[config.mk]
export PLATFORM = sky130hd
export DESIGN_NAME = idh_top
export DESIGN_NICKNAME = d
export VERILOG_FILES = /design/src/idh_pkg.sv /design/src/idh_sync.sv /design/src/idh_tc.sv /design/src/idh_top.sv
export SDC_FILE = /design/constraint.sdc
export NUM_CORES = 1
export LEC_CHECK = 0
export ABC_AREA = 1
export BUFFER_PORTS_ARGS = -buffer_cell sky130_fd_sc_hd__buf_2
export CORE_MARGIN = 1.5
export CORE_UTILIZATION = 50
export DETAILED_ROUTE_END_ITERATION = 10
export PLACE_DENSITY = 0.77
export SLEW_MARGIN = 20
export SYNTH_ARGS = -nofsm -noshare
export SYNTH_HDL_FRONTEND = slang
export SYNTH_HIERARCHICAL = 1
export SYNTH_SLANG_ARGS = --single-unit
[constraint.sdc]
create_clock -name clk -period 2.2 [get_ports clk]
set_input_delay 0.22 -clock clk [delete_from_list [all_inputs] [get_ports clk]]
set_output_delay 0.22 -clock clk [all_outputs]
set_load 0.005 [all_outputs]
[src/idh_pkg.sv]
// Constants, types and helpers shared by the DMA handshake block.
// Assumes a single 25 MHz clock and APB register access.
package idh_pkg;

  // Channel layout: eight slots, slot 4 is the cascade and never serves
  localparam int NCH = 8;
  localparam logic [7:0] CH_MASK = 8'hef;
  localparam int NPC = 3;
  localparam int CLK_MHZ = 25;

  // APB register byte offsets
  localparam int ADDR_W = 8;
  localparam logic [7:0] OFS_CMD = 8'h00;
  localparam logic [7:0] OFS_GPO = 8'h04;
  localparam logic [7:0] OFS_STAT = 8'h08;
  localparam logic [7:0] OFS_ISR = 8'h0c;
  localparam logic [7:0] OFS_IMR = 8'h10;

  // Command register fields
  localparam int CMD_W = 4;
  localparam int CMD_REQ_LOW = 0;
  localparam int CMD_GNT_HIGH = 1;
  localparam int CMD_PCPCI = 2;
  localparam int CMD_EN = 3;
  localparam logic [3:0] CMD_RST = 4'h8;
  localparam logic [2:0] GPO_RST = 3'h7;

  // Status register fields
  localparam int STAT_CH_LSB = 0;
  localparam int STAT_VALID = 3;
  localparam int STAT_TC = 4;
  localparam int STAT_PCG_LSB = 5;
  localparam int STAT_GPI_LSB = 8;

  // Interrupt status and mask fields
  localparam int IRQ_W = 3;
  localparam int IRQ_GRANT = 0;
  localparam int IRQ_TC = 1;
  localparam int IRQ_DROP = 2;

  typedef enum logic [1:0] {
    ST_IDLE = 2'b00,
    ST_PEND = 2'b01,
    ST_GRANT = 2'b11,
    ST_DONE = 2'b10
  } idh_state_t;

  // Index of the lowest set bit, zero when none is set
  function automatic logic [2:0] idh_lowest(input logic [7:0] v);
    logic [2:0] idx;
    idx = 3'h0;
    for (int i = NCH - 1; i >= 0; i--)
    begin
      if (v[i])
      begin
        idx = 3'(i);
      end
    end
    return idx;
  endfunction

endpackage

[src/idh_sync.sv]
// Three-stage input synchroniser with agreement filter.
// Assumes asynchronous pin inputs; output changes only when stages two and three agree.
`timescale 1ns/10ps
`default_nettype none
module idh_sync #(
  parameter int W = 8,
  parameter logic [W-1:0] RST_VAL = '0
) (
  // Clock and reset
  input wire logic clk,
  input wire logic srst,
  // Data
  input wire logic [W-1:0] din,
  output logic [W-1:0] dout
);

  logic [W-1:0] s1_r;
  logic [W-1:0] s2_r;
  logic [W-1:0] s3_r;
  logic [W-1:0] q_r;
  logic [W-1:0] q_nxt;

  always_comb
  begin
    q_nxt = (s2_r & s3_r) | (q_r & (s2_r | s3_r));
  end

  always_ff @(posedge clk)
  begin
    if (srst)
    begin
      s1_r <= RST_VAL;
      s2_r <= RST_VAL;
      s3_r <= RST_VAL;
      q_r <= RST_VAL;
    end
    else
    begin
      s1_r <= din;
      s2_r <= s1_r;
      s3_r <= s2_r;
      q_r <= q_nxt;
    end
  end

  assign dout = q_r;

endmodule
`default_nettype wire

[src/idh_tc.sv]
// Terminal count flag towards DMA slaves.
// Assumes engine strobes on the same clock; aen is the address enable level.
`timescale 1ns/10ps
`default_nettype none
module idh_tc
  import idh_pkg::*;
(
  // Clock and reset
  input wire logic clk,
  input wire logic srst,
  // Engine side
  input wire logic addr_strobe,
  input wire logic count_expired,
  input wire logic autoinit,
  input wire logic aen,
  input wire logic pos_state,
  // Flag
  output logic terminal_count_flag,
  output logic tc_event
);

  logic tc_r;
  logic tc_nxt;
  logic set;

  always_comb
  begin
    set = addr_strobe & count_expired;
    tc_nxt = tc_r;
    if (pos_state)
      tc_nxt = 1'b0;
    else if (set)
      tc_nxt = 1'b1;
    else if (!aen || autoinit)
      tc_nxt = 1'b0;
  end

  always_ff @(posedge clk)
  begin
    if (srst)
      tc_r <= 1'b0;
    else
      tc_r <= tc_nxt;
  end

  assign terminal_count_flag = tc_r;
  assign tc_event = set & ~pos_state;
endmodule
`default_nettype wire

[src/idh_top.sv]
// Request, grant and terminal count handshake of the DMA controller.
// Assumes pins are asynchronous; engine strobes and APB share clk.
// Operation
// - Grant output asserts for a pending DMA request or a bus master.
// - Request and grant active levels are set in the command register.
// - A request withdrawn before its grant is never granted.
// - All grant outputs are high in reset, after it and in suspend.
// - Request edges are asynchronous and synchronised before use.
// - Three active-low PC/PCI request inputs are accepted.
// - Three active-low PC/PCI grant outputs answer those requests.
// - Without PC/PCI the pins act as spare inputs and outputs.
// - PC/PCI grants are high in reset, after it, and suspend-high or spare.
// - Terminal count asserts after an address when the count expires.
// - Terminal count holds until aen drops, or drops first on autoinit.
// - Terminal count is low in reset, after it and in suspend.
`timescale 1ns/10ps
`default_nettype none
module idh_top
  import idh_pkg::*;
(
  // Clock and reset
  input wire logic clk,
  input wire logic srst,
  // APB slave
  input wire logic psel,
  input wire logic penable,
  input wire logic pwrite,
  input wire logic [ADDR_W-1:0] paddr,
  input wire logic [31:0] pwdata,
  output logic [31:0] prdata,
  output logic pready,
  output logic pslverr,
  // Interrupt
  output logic irq,
  // ISA channel pins
  input wire logic [NCH-1:0] channel_request,
  output logic [NCH-1:0] channel_grant_n,
  output logic terminal_count_flag,
  // PC/PCI pins
  input wire logic [NPC-1:0] pc_request_n,
  output logic [NPC-1:0] pc_grant_n,
  // Transfer engine
  input wire logic xfer_done,
  input wire logic addr_strobe,
  input wire logic count_expired,
  input wire logic autoinit,
  input wire logic aen,
  output logic grant_valid,
  output logic [2:0] grant_channel,
  // Power state
  input wire logic pos_state
);

  ////////////////////////////////////////////////////////////////////////////
  // Pin synchronisers

  logic [NCH-1:0] req_sync;
  logic [NPC-1:0] pc_sync_n;
  logic [NCH-1:0] req_act;
  logic [NPC-1:0] pc_act;
  logic tc_event;

  idh_sync #(.W(NCH), .RST_VAL('0)) u_req_sync (
    .clk(clk),
    .srst(srst),
    .din(channel_request),
    .dout(req_sync)
  );

  idh_sync #(.W(NPC), .RST_VAL('1)) u_pc_sync (
    .clk(clk),
    .srst(srst),
    .din(pc_request_n),
    .dout(pc_sync_n)
  );

  idh_tc u_tc (
    .clk(clk),
    .srst(srst),
    .addr_strobe(addr_strobe),
    .count_expired(count_expired),
    .autoinit(autoinit),
    .aen(aen),
    .pos_state(pos_state),
    .terminal_count_flag(terminal_count_flag),
    .tc_event(tc_event)
  );

  ////////////////////////////////////////////////////////////////////////////
  // Registers

  logic [CMD_W-1:0] cmd_r;
  logic [CMD_W-1:0] cmd_nxt;
  logic [2:0] spare_outputs_9_11_r;
  logic [2:0] spare_outputs_9_11_nxt;
  logic [IRQ_W-1:0] isr_r;
  logic [IRQ_W-1:0] isr_nxt;
  logic [IRQ_W-1:0] imr_r;
  logic [IRQ_W-1:0] imr_nxt;
  logic [31:0] prdata_r;
  logic [31:0] prdata_nxt;
  logic pready_r;
  logic pready_nxt;
  logic pslverr_r;
  logic pslverr_nxt;
  logic irq_r;
  logic irq_nxt;

  // Arbiter state
  idh_state_t st_r;
  idh_state_t st_nxt;
  logic [2:0] sel_r;
  logic [2:0] sel_nxt;
  logic [NCH-1:0] gnt_n_r;
  logic [NCH-1:0] gnt_n_nxt;
  logic ev_grant;
  logic ev_drop;
  logic grant_valid_r;
  logic grant_valid_nxt;

  // PC/PCI state
  logic pc_busy_r;
  logic pc_busy_nxt;
  logic [1:0] pc_sel_r;
  logic [1:0] pc_sel_nxt;
  logic [NPC-1:0] pc_gnt_n_r;
  logic [NPC-1:0] pc_gnt_n_nxt;
  logic [NPC-1:0] pc_onehot;
  logic [2:0] pc_low;

  ////////////////////////////////////////////////////////////////////////////
  // Channel arbiter

  always_comb
  begin
    req_act = (req_sync ^ {NCH{cmd_r[CMD_REQ_LOW]}}) & CH_MASK;
    st_nxt = st_r;
    sel_nxt = sel_r;
    ev_grant = 1'b0;
    ev_drop = 1'b0;
    unique case (st_r)
      ST_IDLE:
      begin
        if (cmd_r[CMD_EN] && (|req_act))
        begin
          sel_nxt = idh_lowest(req_act);
          st_nxt = ST_PEND;
        end
      end
      ST_PEND:
      begin
        if (req_act[sel_r])
        begin
          st_nxt = ST_GRANT;
          ev_grant = 1'b1;
        end
        else
        begin
          st_nxt = ST_IDLE;
          ev_drop = 1'b1;
        end
      end
      ST_GRANT:
      begin
        if (xfer_done)
          st_nxt = ST_DONE;
      end
      ST_DONE:
        st_nxt = ST_IDLE;
    endcase
    if (pos_state)
    begin
      st_nxt = ST_IDLE;
      ev_grant = 1'b0;
    end
    gnt_n_nxt = '0;
    if (st_nxt == ST_GRANT)
      gnt_n_nxt[sel_nxt] = 1'b1;
    if (!cmd_r[CMD_GNT_HIGH])
      gnt_n_nxt = ~gnt_n_nxt;
    if (pos_state)
      gnt_n_nxt = '1;
    grant_valid_nxt = (st_nxt == ST_GRANT);
  end

  always_ff @(posedge clk)
  begin
    if (srst)
    begin
      st_r <= ST_IDLE;
      sel_r <= 3'h0;
      gnt_n_r <= '1;
      grant_valid_r <= 1'b0;
    end
    else
    begin
      st_r <= st_nxt;
      sel_r <= sel_nxt;
      gnt_n_r <= gnt_n_nxt;
      grant_valid_r <= grant_valid_nxt;
    end
  end

  ////////////////////////////////////////////////////////////////////////////
  // PC/PCI grants and spare pins

  always_comb
  begin
    pc_act = ~pc_sync_n & {NPC{cmd_r[CMD_PCPCI]}};
    pc_low = idh_lowest({5'h00, pc_act});
    pc_busy_nxt = pc_busy_r;
    pc_sel_nxt = pc_sel_r;
    if (pos_state || !cmd_r[CMD_PCPCI])
      pc_busy_nxt = 1'b0;
    else if (!pc_busy_r && (|pc_act))
    begin
      pc_busy_nxt = 1'b1;
      pc_sel_nxt = pc_low[1:0];
    end
    else if (pc_busy_r && !pc_act[pc_sel_r])
      pc_busy_nxt = 1'b0;
    pc_onehot = '0;
    if (pc_busy_nxt)
      pc_onehot[pc_sel_nxt] = 1'b1;
    if (cmd_r[CMD_PCPCI])
      pc_gnt_n_nxt = pos_state ? '1 : ~pc_onehot;
    else
      pc_gnt_n_nxt = spare_outputs_9_11_r;
  end

  always_ff @(posedge clk)
  begin
    if (srst)
    begin
      pc_busy_r <= 1'b0;
      pc_sel_r <= 2'h0;
      pc_gnt_n_r <= '1;
    end
    else
    begin
      pc_busy_r <= pc_busy_nxt;
      pc_sel_r <= pc_sel_nxt;
      pc_gnt_n_r <= pc_gnt_n_nxt;
    end
  end

  ////////////////////////////////////////////////////////////////////////////
  // APB slave and interrupt

  logic acc;
  logic wr;
  logic [31:0] rd;
  logic [IRQ_W-1:0] ev;

  always_comb
  begin
    acc = psel & penable & pready_r;
    wr = acc & pwrite;
    ev = '0;
    ev[IRQ_GRANT] = ev_grant;
    ev[IRQ_TC] = tc_event;
    ev[IRQ_DROP] = ev_drop;
    cmd_nxt = cmd_r;
    spare_outputs_9_11_nxt = spare_outputs_9_11_r;
    imr_nxt = imr_r;
    isr_nxt = isr_r;
    if (wr && paddr == OFS_CMD)
      cmd_nxt = pwdata[CMD_W-1:0];
    if (wr && paddr == OFS_GPO)
      spare_outputs_9_11_nxt = pwdata[2:0];
    if (wr && paddr == OFS_IMR)
      imr_nxt = pwdata[IRQ_W-1:0];
    if (wr && paddr == OFS_ISR)
      isr_nxt = isr_r & ~pwdata[IRQ_W-1:0];
    isr_nxt = isr_nxt | ev;
    irq_nxt = |(isr_nxt & imr_nxt);
    rd = 32'h0;
    pslverr_nxt = 1'b0;
    unique case (paddr)
      OFS_CMD: rd[CMD_W-1:0] = cmd_r;
      OFS_GPO: rd[2:0] = spare_outputs_9_11_r;
      OFS_STAT:
      begin
        rd[STAT_CH_LSB +: 3] = sel_r;
        rd[STAT_VALID] = (st_r == ST_GRANT);
        rd[STAT_TC] = terminal_count_flag;
        rd[STAT_PCG_LSB +: NPC] = ~pc_gnt_n_r;
        rd[STAT_GPI_LSB +: NPC] = pc_sync_n;
      end
      OFS_ISR: rd[IRQ_W-1:0] = isr_r;
      OFS_IMR: rd[IRQ_W-1:0] = imr_r;
      default: pslverr_nxt = 1'b1;
    endcase
    pready_nxt = psel & penable & ~pready_r;
    prdata_nxt = pready_nxt ? rd : prdata_r;
    if (!pready_nxt)
      pslverr_nxt = 1'b0;
  end

  always_ff @(posedge clk)
  begin
    if (srst)
    begin
      cmd_r <= CMD_RST;
      spare_outputs_9_11_r <= GPO_RST;
      isr_r <= '0;
      imr_r <= '0;
      irq_r <= 1'b0;
      prdata_r <= 32'h0;
      pready_r <= 1'b0;
      pslverr_r <= 1'b0;
    end
    else
    begin
      cmd_r <= cmd_nxt;
      spare_outputs_9_11_r <= spare_outputs_9_11_nxt;
      isr_r <= isr_nxt;
      imr_r <= imr_nxt;
      irq_r <= irq_nxt;
      prdata_r <= prdata_nxt;
      pready_r <= pready_nxt;
      pslverr_r <= pslverr_nxt;
    end
  end

  assign prdata = prdata_r;
  assign pready = pready_r;
  assign pslverr = pslverr_r;
  assign irq = irq_r;
  assign channel_grant_n = gnt_n_r;
  assign pc_grant_n = pc_gnt_n_r;
  assign grant_valid = grant_valid_r;
  assign grant_channel = sel_r;

  logic [NCH-1:0] gnt_act;
  assign gnt_act = cmd_r[CMD_GNT_HIGH] ? gnt_n_r : ~gnt_n_r;
endmodule
`default_nettype wire

==> results of run 1 <==
==> worst max-delay path: stages, from the launching register on <==
cell and delay (ns):
dfxtp_1 0.35, buf_4 0.19, nand2_1 0.07, nand2_1 0.09, nand3_1 0.08, nand2_1 0.13
nand3_1 0.16, nand2_1 0.13, nand2_1 0.07, nor2_1 0.15, nand2_1 0.07, nand2_1 0.06
nand3_1 0.06
==> area by class of cell <==
| class | instances | share of cell area [%] |
|---|---|---|
| Multi-Input combinational cell | 351 | 37.2 |
| Timing Repair Buffer | 69 | 8.34 |
| Inverter | 71 | 6.24 |
| Clock inverter | 5 | 1.87 |
| Tap cell | 99 | 2.85 |
| Clock buffer | 11 | 3.02 |
| Sequential cell | 88 | 40.5 |
==> final timing paths <==
path	slack [ns]	from	end
max	0.46	cmd_r[0]$_SDFFE_PP0P_	channel_grant_n[3]$_SDFF_PP1_
min	0.04	pc_request_n[1]	u_pc_sync/s1_r[1]$_SDFF_PP1_
max reg2reg	0.46	cmd_r[0]$_SDFFE_PP0P_	channel_grant_n[3]$_SDFF_PP1_
min reg2reg	0.40	u_req_sync/s1_r[3]$_SDFF_PP0_	u_req_sync/s2_r[3]$_SDFF_PP0_
==> through the flow <==
| stage | cells | hold slack [ns] | instance area, sq um | util (%) | power [W] |
|---|---|---|---|---|---|
| after floorplan | 545 | 0.300 | 3920 | - | 0.00179 |
| after global placement | 678 | 0.384 | 4140 | 56.4 | 0.00182 |
| after detailed placement | 678 | 0.391 | 4140 | 56.4 | 0.00183 |
| after CTS | 694 | 0.0278 | 4350 | 59.3 | 0.00300 |
| after global routing | 694 | 0.0370 | 4350 | 59.3 | 0.00310 |
| final | 694 | 0.0381 | 4350 | 59.3 | 0.00297 |
==> where the power goes <==
part	internal (W)	switching [W]	total, W
clock	0.000640	0.000542	0.00118
sequential	0.00163	0.0000151	0.00164
combinational	0.0000581	0.0000925	0.000151
total	0.00232	0.000650	0.00297
==> registers in the layout (all words and copies together), names as in the netlist, 2 cells and up <==
signal and flops:
channel_grant_n 8, cmd_r 4, grant_channel 3, imr_r 3, isr_r 3, pc_grant_n 3, pc_sel_r 2, prdata 11
spare_outputs_9_11_r 3, st_r 2, u_pc_sync/dout 3, u_pc_sync/s1_r 3, u_pc_sync/s2_r 3, u_pc_sync/s3_r 3, u_req_sync/dout 7, u_req_sync/s1_r 7
u_req_sync/s2_r 7, u_req_sync/s3_r 7
==> per-layer routing <==
layer  vias up  share of wire [%]  track usage (%)
met1      1401                 47             23.5
met5         -                  0                0
met3        14                6.1             3.79
met4         0                2.2             9.66
met2        97                 45             30.3
li1       1738                  -                -
==> impl_metrics.yaml, run 1 <==
synth:
  syn_area_sq_um: 3840
  netlist_instances: 525
  syn_area_per_cell_sq_um: 7.31
  yosys_warnings: 6
flow_run:
  cap_viol_max_count: 0
detailed_routing:
  antenna_left: 0
  vias: 3250
  viasPerCell: 4.68
  drt-initial-drc-count: 181
  dr.pass1.iters: 4
  drc: 0
  wl_mm: 7.36
  wl_per_cell_microns: 10.6
layout:
  seqCellArea_sq_um: 1760
  nNetsFinal: 652
  diodes: 0
  syn2layout_area_growth_pct: 13.3
  drive_gt1_share_pct: 18.7
  layout_commonest_cell: "nand2_1"
  multi_input_area_sq_um: 1620
  fillerInstances: 695
  layout.cells.most_common_list: "nand2_1, dfxtp_1, nor2_1, inv_1, buf_2"
timing:
  fmax_ghz: 0.574
  setup_slack_ns: 0.459
  fin_crit_sh_pct: 79.1
  drv_slew: 0
  slew_headroom_pct: 53.7
  fin_crit_ns: 1.74
  tightest_slew_ns: 0.688
  clock-skew-final_ns: 0.00777
  setup_viol: 0
  finalSetupTns_ns: 0
  rsz0062_at_grt: "no"
  hold_viol: 0
placed_design:
  dp_hpwl_mm: 5.41
  place_ws_ns: 0.437
  io_buffers: 62
  place.gp.congestion: 0.831
cts:
  hold_buffers: 0
  clockBufferDepth: 2
  clock_sinks: 88
  cts_tree: "built"
  ctsResizeCount: 0
  worstSkewPairLatency_ns: 0.35
  cts_inserted_buffers: 9
  cts-root-buf: "clkbuf_8"
  cts_setup_buffers: 0
  htree_levels: 3
  path_clk_slew_ns: 0.08
hold_path:
  min_path_cells: 2
  min_path_type: "in2reg"
worst_setup_path:
  cp-end-kind: "register"
  critPathLaunchType: "register"
  crit_required_ns: 2.42
  reg2regPathDepth: 12
  critPathMaxFanout: 10
  crit_type: "reg2reg"
  worstPathArrival_ns: 1.96
power:
  ir_worst_vdd_mv: 0.549
  p_leak_nw: 2.05
  p_per_area_nw_per_um2: 684
grt:
  grt_pass1_vias: 2847
  grt_pass1_wl_mm: 12.4
  track_usage_pct: 18.7
  grt_start_max_net_pins: 25
  antenna_found_initial: 0
  grt_overflow: 0
floorplanning:
  die_h_microns: 90.6
  io_pins: 113
  core_area_sq_um: 7330
  rows: 31
  dieWidth_microns: 90.6
  start_util_pct: 52.4
  dieArea_sq_um: 8210
outcome:
  outcome: "finished, final reports clean"
No activity file was read; power rests on OpenSTA's default activity.
==> run 2, diff against run 1 <==
- CORE_UTILIZATION: 50 -> 47
- PLACE_DENSITY: 0.77 -> 0.76
- clock period: 2.2 -> 1.5 ns (I/O delays scaled with it)
==> run 2 against run 1 <==
Effect of this change: the run now ends with setup timing left; non-clock buffer count increased by 51; setup slack got worse by 0.76 ns; worst hold slack improved by 0.0096 ns; clock power increased by 57%; power increased by 52%; combinational power increased by 77%; core utilization increased by 6.6 points; count of clock-buffer cells in the layout increased by 1; maximum frequency decreased by 3.5%; design area increased by 18%; final cell count increased by 7.9%.
==> impl_metrics.yaml, run 2 (synthesis gave the netlist of run 1 again) <==
detailed_routing:
  antenna_left: 0
  dr.pass1.iters: 5
  drt-initial-drc-count: 193
  vias: 3744
  drc: 0
  wl_per_cell_microns: 12.9
  wl_mm: 9.66
  viasPerCell: 5.00
floorplanning:
  core_area_sq_um: 7810
  dieWidth_microns: 93.4
  dieArea_sq_um: 8720
  io_pins: 113
  rows: 32
  die_h_microns: 93.4
  start_util_pct: 49.2
timing:
  setup_slack_ns: -0.304
  slew_headroom_pct: 58.5
  fin_crit_sh_pct: 120
  setup_viol: 13
  tightest_slew_ns: 0.620
  clock-skew-final_ns: 0.0117
  finalSetupTns_ns: -2.78
  hold_viol: 0
  fin_crit_ns: 1.80
  drv_slew: 0
  rsz0062_at_grt: "yes"
  fmax_ghz: 0.554
layout:
  layout_commonest_cell: "dfxtp_1"
  largest_reg_flops: 11
  layout.cells.most_common_list: "dfxtp_1, nand2_1, nor2_1, inv_1, buf_2"
  fin_area_sq_um: 5150
  syn2layout_area_growth_pct: 34.1
  fillerInstances: 632
  diodes: 0
  drive_gt1_share_pct: 32.9
  nNetsFinal: 704
cts:
  path_clk_slew_ns: 0.09
  cts-root-buf: "clkbuf_8"
  cts_inserted_buffers: 9
  worstSkewPairLatency_ns: 0.35
  clock_sinks: 88
  clockBufferDepth: 2
  cts_tree: "built"
  htree_levels: 3
worst_setup_path:
  crit_type: "reg2reg"
  r2r-end: "channel_grant_n[1]$_SDFF_PP1_"
  cp-end-kind: "register"
  worstPathArrival_ns: 2.02
  r2r_slack_ns: -0.30
  critPathLaunchType: "register"
  critPathMaxFanout: 5
  reg2regPathDepth: 14
  crit_required_ns: 1.72
  r2r-start: "cmd_r[0]$_SDFFE_PP0P_"
power:
  p_leak_nw: 2.40
  ir_worst_vdd_mv: 0.593
  p_total_w: 0.00452
  p_per_area_nw_per_um2: 877
grt:
  antenna_found_initial: 0
  grt_pass1_vias: 3437
  grt_overflow: 0
  track_usage_pct: 21.8
  grt_start_max_net_pins: 26
  grt_pass1_wl_mm: 15.0
hold_path:
  min_path_cells: 3
  min_path_type: "in2reg"
  hold_path_end: "cmd_r[3]$_SDFFE_PP1P_"
  hold_start: "pwdata[3]"
flow_run:
  cap_viol_max_count: 0
placed_design:
  io_buffers: 62
  place.gp.congestion: 0.910
  placed_area_sq_um: 4370
  dp_hpwl_mm: 5.98
outcome:
  violations: "setup timing"
  outcome: "complete, but fails checks"
## run 2: cell count changes in the layout (fill, tap and decap cells not counted), moves of 5 or more
cell | previous run | this run
buf_4 | 7 | 43
nand2_1 | 95 | 73
nand2_4 | 0 | 13
dlygate4sd3_1 | 0 | 10
nand3_1 | 41 | 31
nor2_1 | 73 | 63
nand2_2 | 16 | 24
nand3_2 | 1 | 8
nor2_2 | 3 | 8
nor2_4 | 0 | 5
## run 2: area by class of cell
type,instances,area [sq um],share of cell area (%)
clock buffer,12,155,3.01
clock inverter,4,76.3,1.48
inverter,71,284,5.52
multi-input combinational,351,1910,37.1
sequential,88,1770,34.4
tap,102,128,2.48
timing repair buffer,120,815,15.8
timing repair inverter,1,8.76,0.170
## run 2: worst max-delay path: stages, from the launching register on
cell     delay (ns)
dfxtp_4        0.42
buf_12         0.14
nand2_2        0.07
nand2_4        0.08
nor2_4         0.04
nand2_2        0.08
nand2_4        0.09
nand3_4        0.11
buf_6          0.11
buf_4          0.11
nand3_4        0.08
nor2_2         0.15
nand2_1        0.07
nand2_1        0.06
nand3_1        0.07
## run 2: worst max path at each step
stage	from	slack (ns)	end
2_1_floorplan	cmd_r[0]$_SDFFE_PP0P_	-0.02	channel_grant_n[1]$_SDFF_PP1_
3_3_place_gp	cmd_r[0]$_SDFFE_PP0P_	-0.17	channel_grant_n[7]$_SDFF_PP1_
3_5_place_dp	cmd_r[0]$_SDFFE_PP0P_	-0.22	channel_grant_n[7]$_SDFF_PP1_
4_1_cts	cmd_r[0]$_SDFFE_PP0P_	-0.19	channel_grant_n[7]$_SDFF_PP1_
5_1_grt	cmd_r[0]$_SDFFE_PP0P_	-0.40	channel_grant_n[1]$_SDFF_PP1_
6_report	cmd_r[0]$_SDFFE_PP0P_	-0.30	channel_grant_n[1]$_SDFF_PP1_
## run 2: what timing repair did
action / in CTS / in global routing
hold buffers: 10 / 0
buffers inserted: 6 / 6
pin swaps: 13 / 13
endpoints found under the hold margin: 10 / 0
cloned: 2 / 0
setup endpoints to repair: 11 / 19
resized for setup: 59 / 37
## run 2: report_power, final
| part | switching [W] | leakage (nW) | internal (W) |
|---|---|---|---|
| combinational | 0.000155 | 1.57 | 0.000113 |
| sequential | 0.0000227 | 0.717 | 0.00238 |
| clock | 0.000813 | 0.113 | 0.00103 |
## run 2: stage by stage
| step | std cells | util [%] | setup WS (ns) | hold WS (ns) |
|---|---|---|---|---|
| after floorplan | 545 | - | -0.0178 | 0.230 |
| after global placement | 709 | 56.0 | -0.173 | 0.326 |
| after CTS | 743 | 63.7 | -0.186 | 0.0435 |
| after detailed placement | 709 | 56.0 | -0.224 | 0.329 |
| after global routing | 749 | 66.0 | -0.402 | 0.0682 |
| final | 749 | 66.0 | -0.304 | 0.0477 |
## run 2: per-layer routing
layer / vias to the layer above / routed length [microns] / track usage (%)
met1: 1689 / 3980 / 25.8
met3: 33 / 605 / 3.50
li1: 1848 / - / -
met5: - / 0 / 0
met2: 174 / 4780 / 38.0
met4: 0 / 296 / 10.5
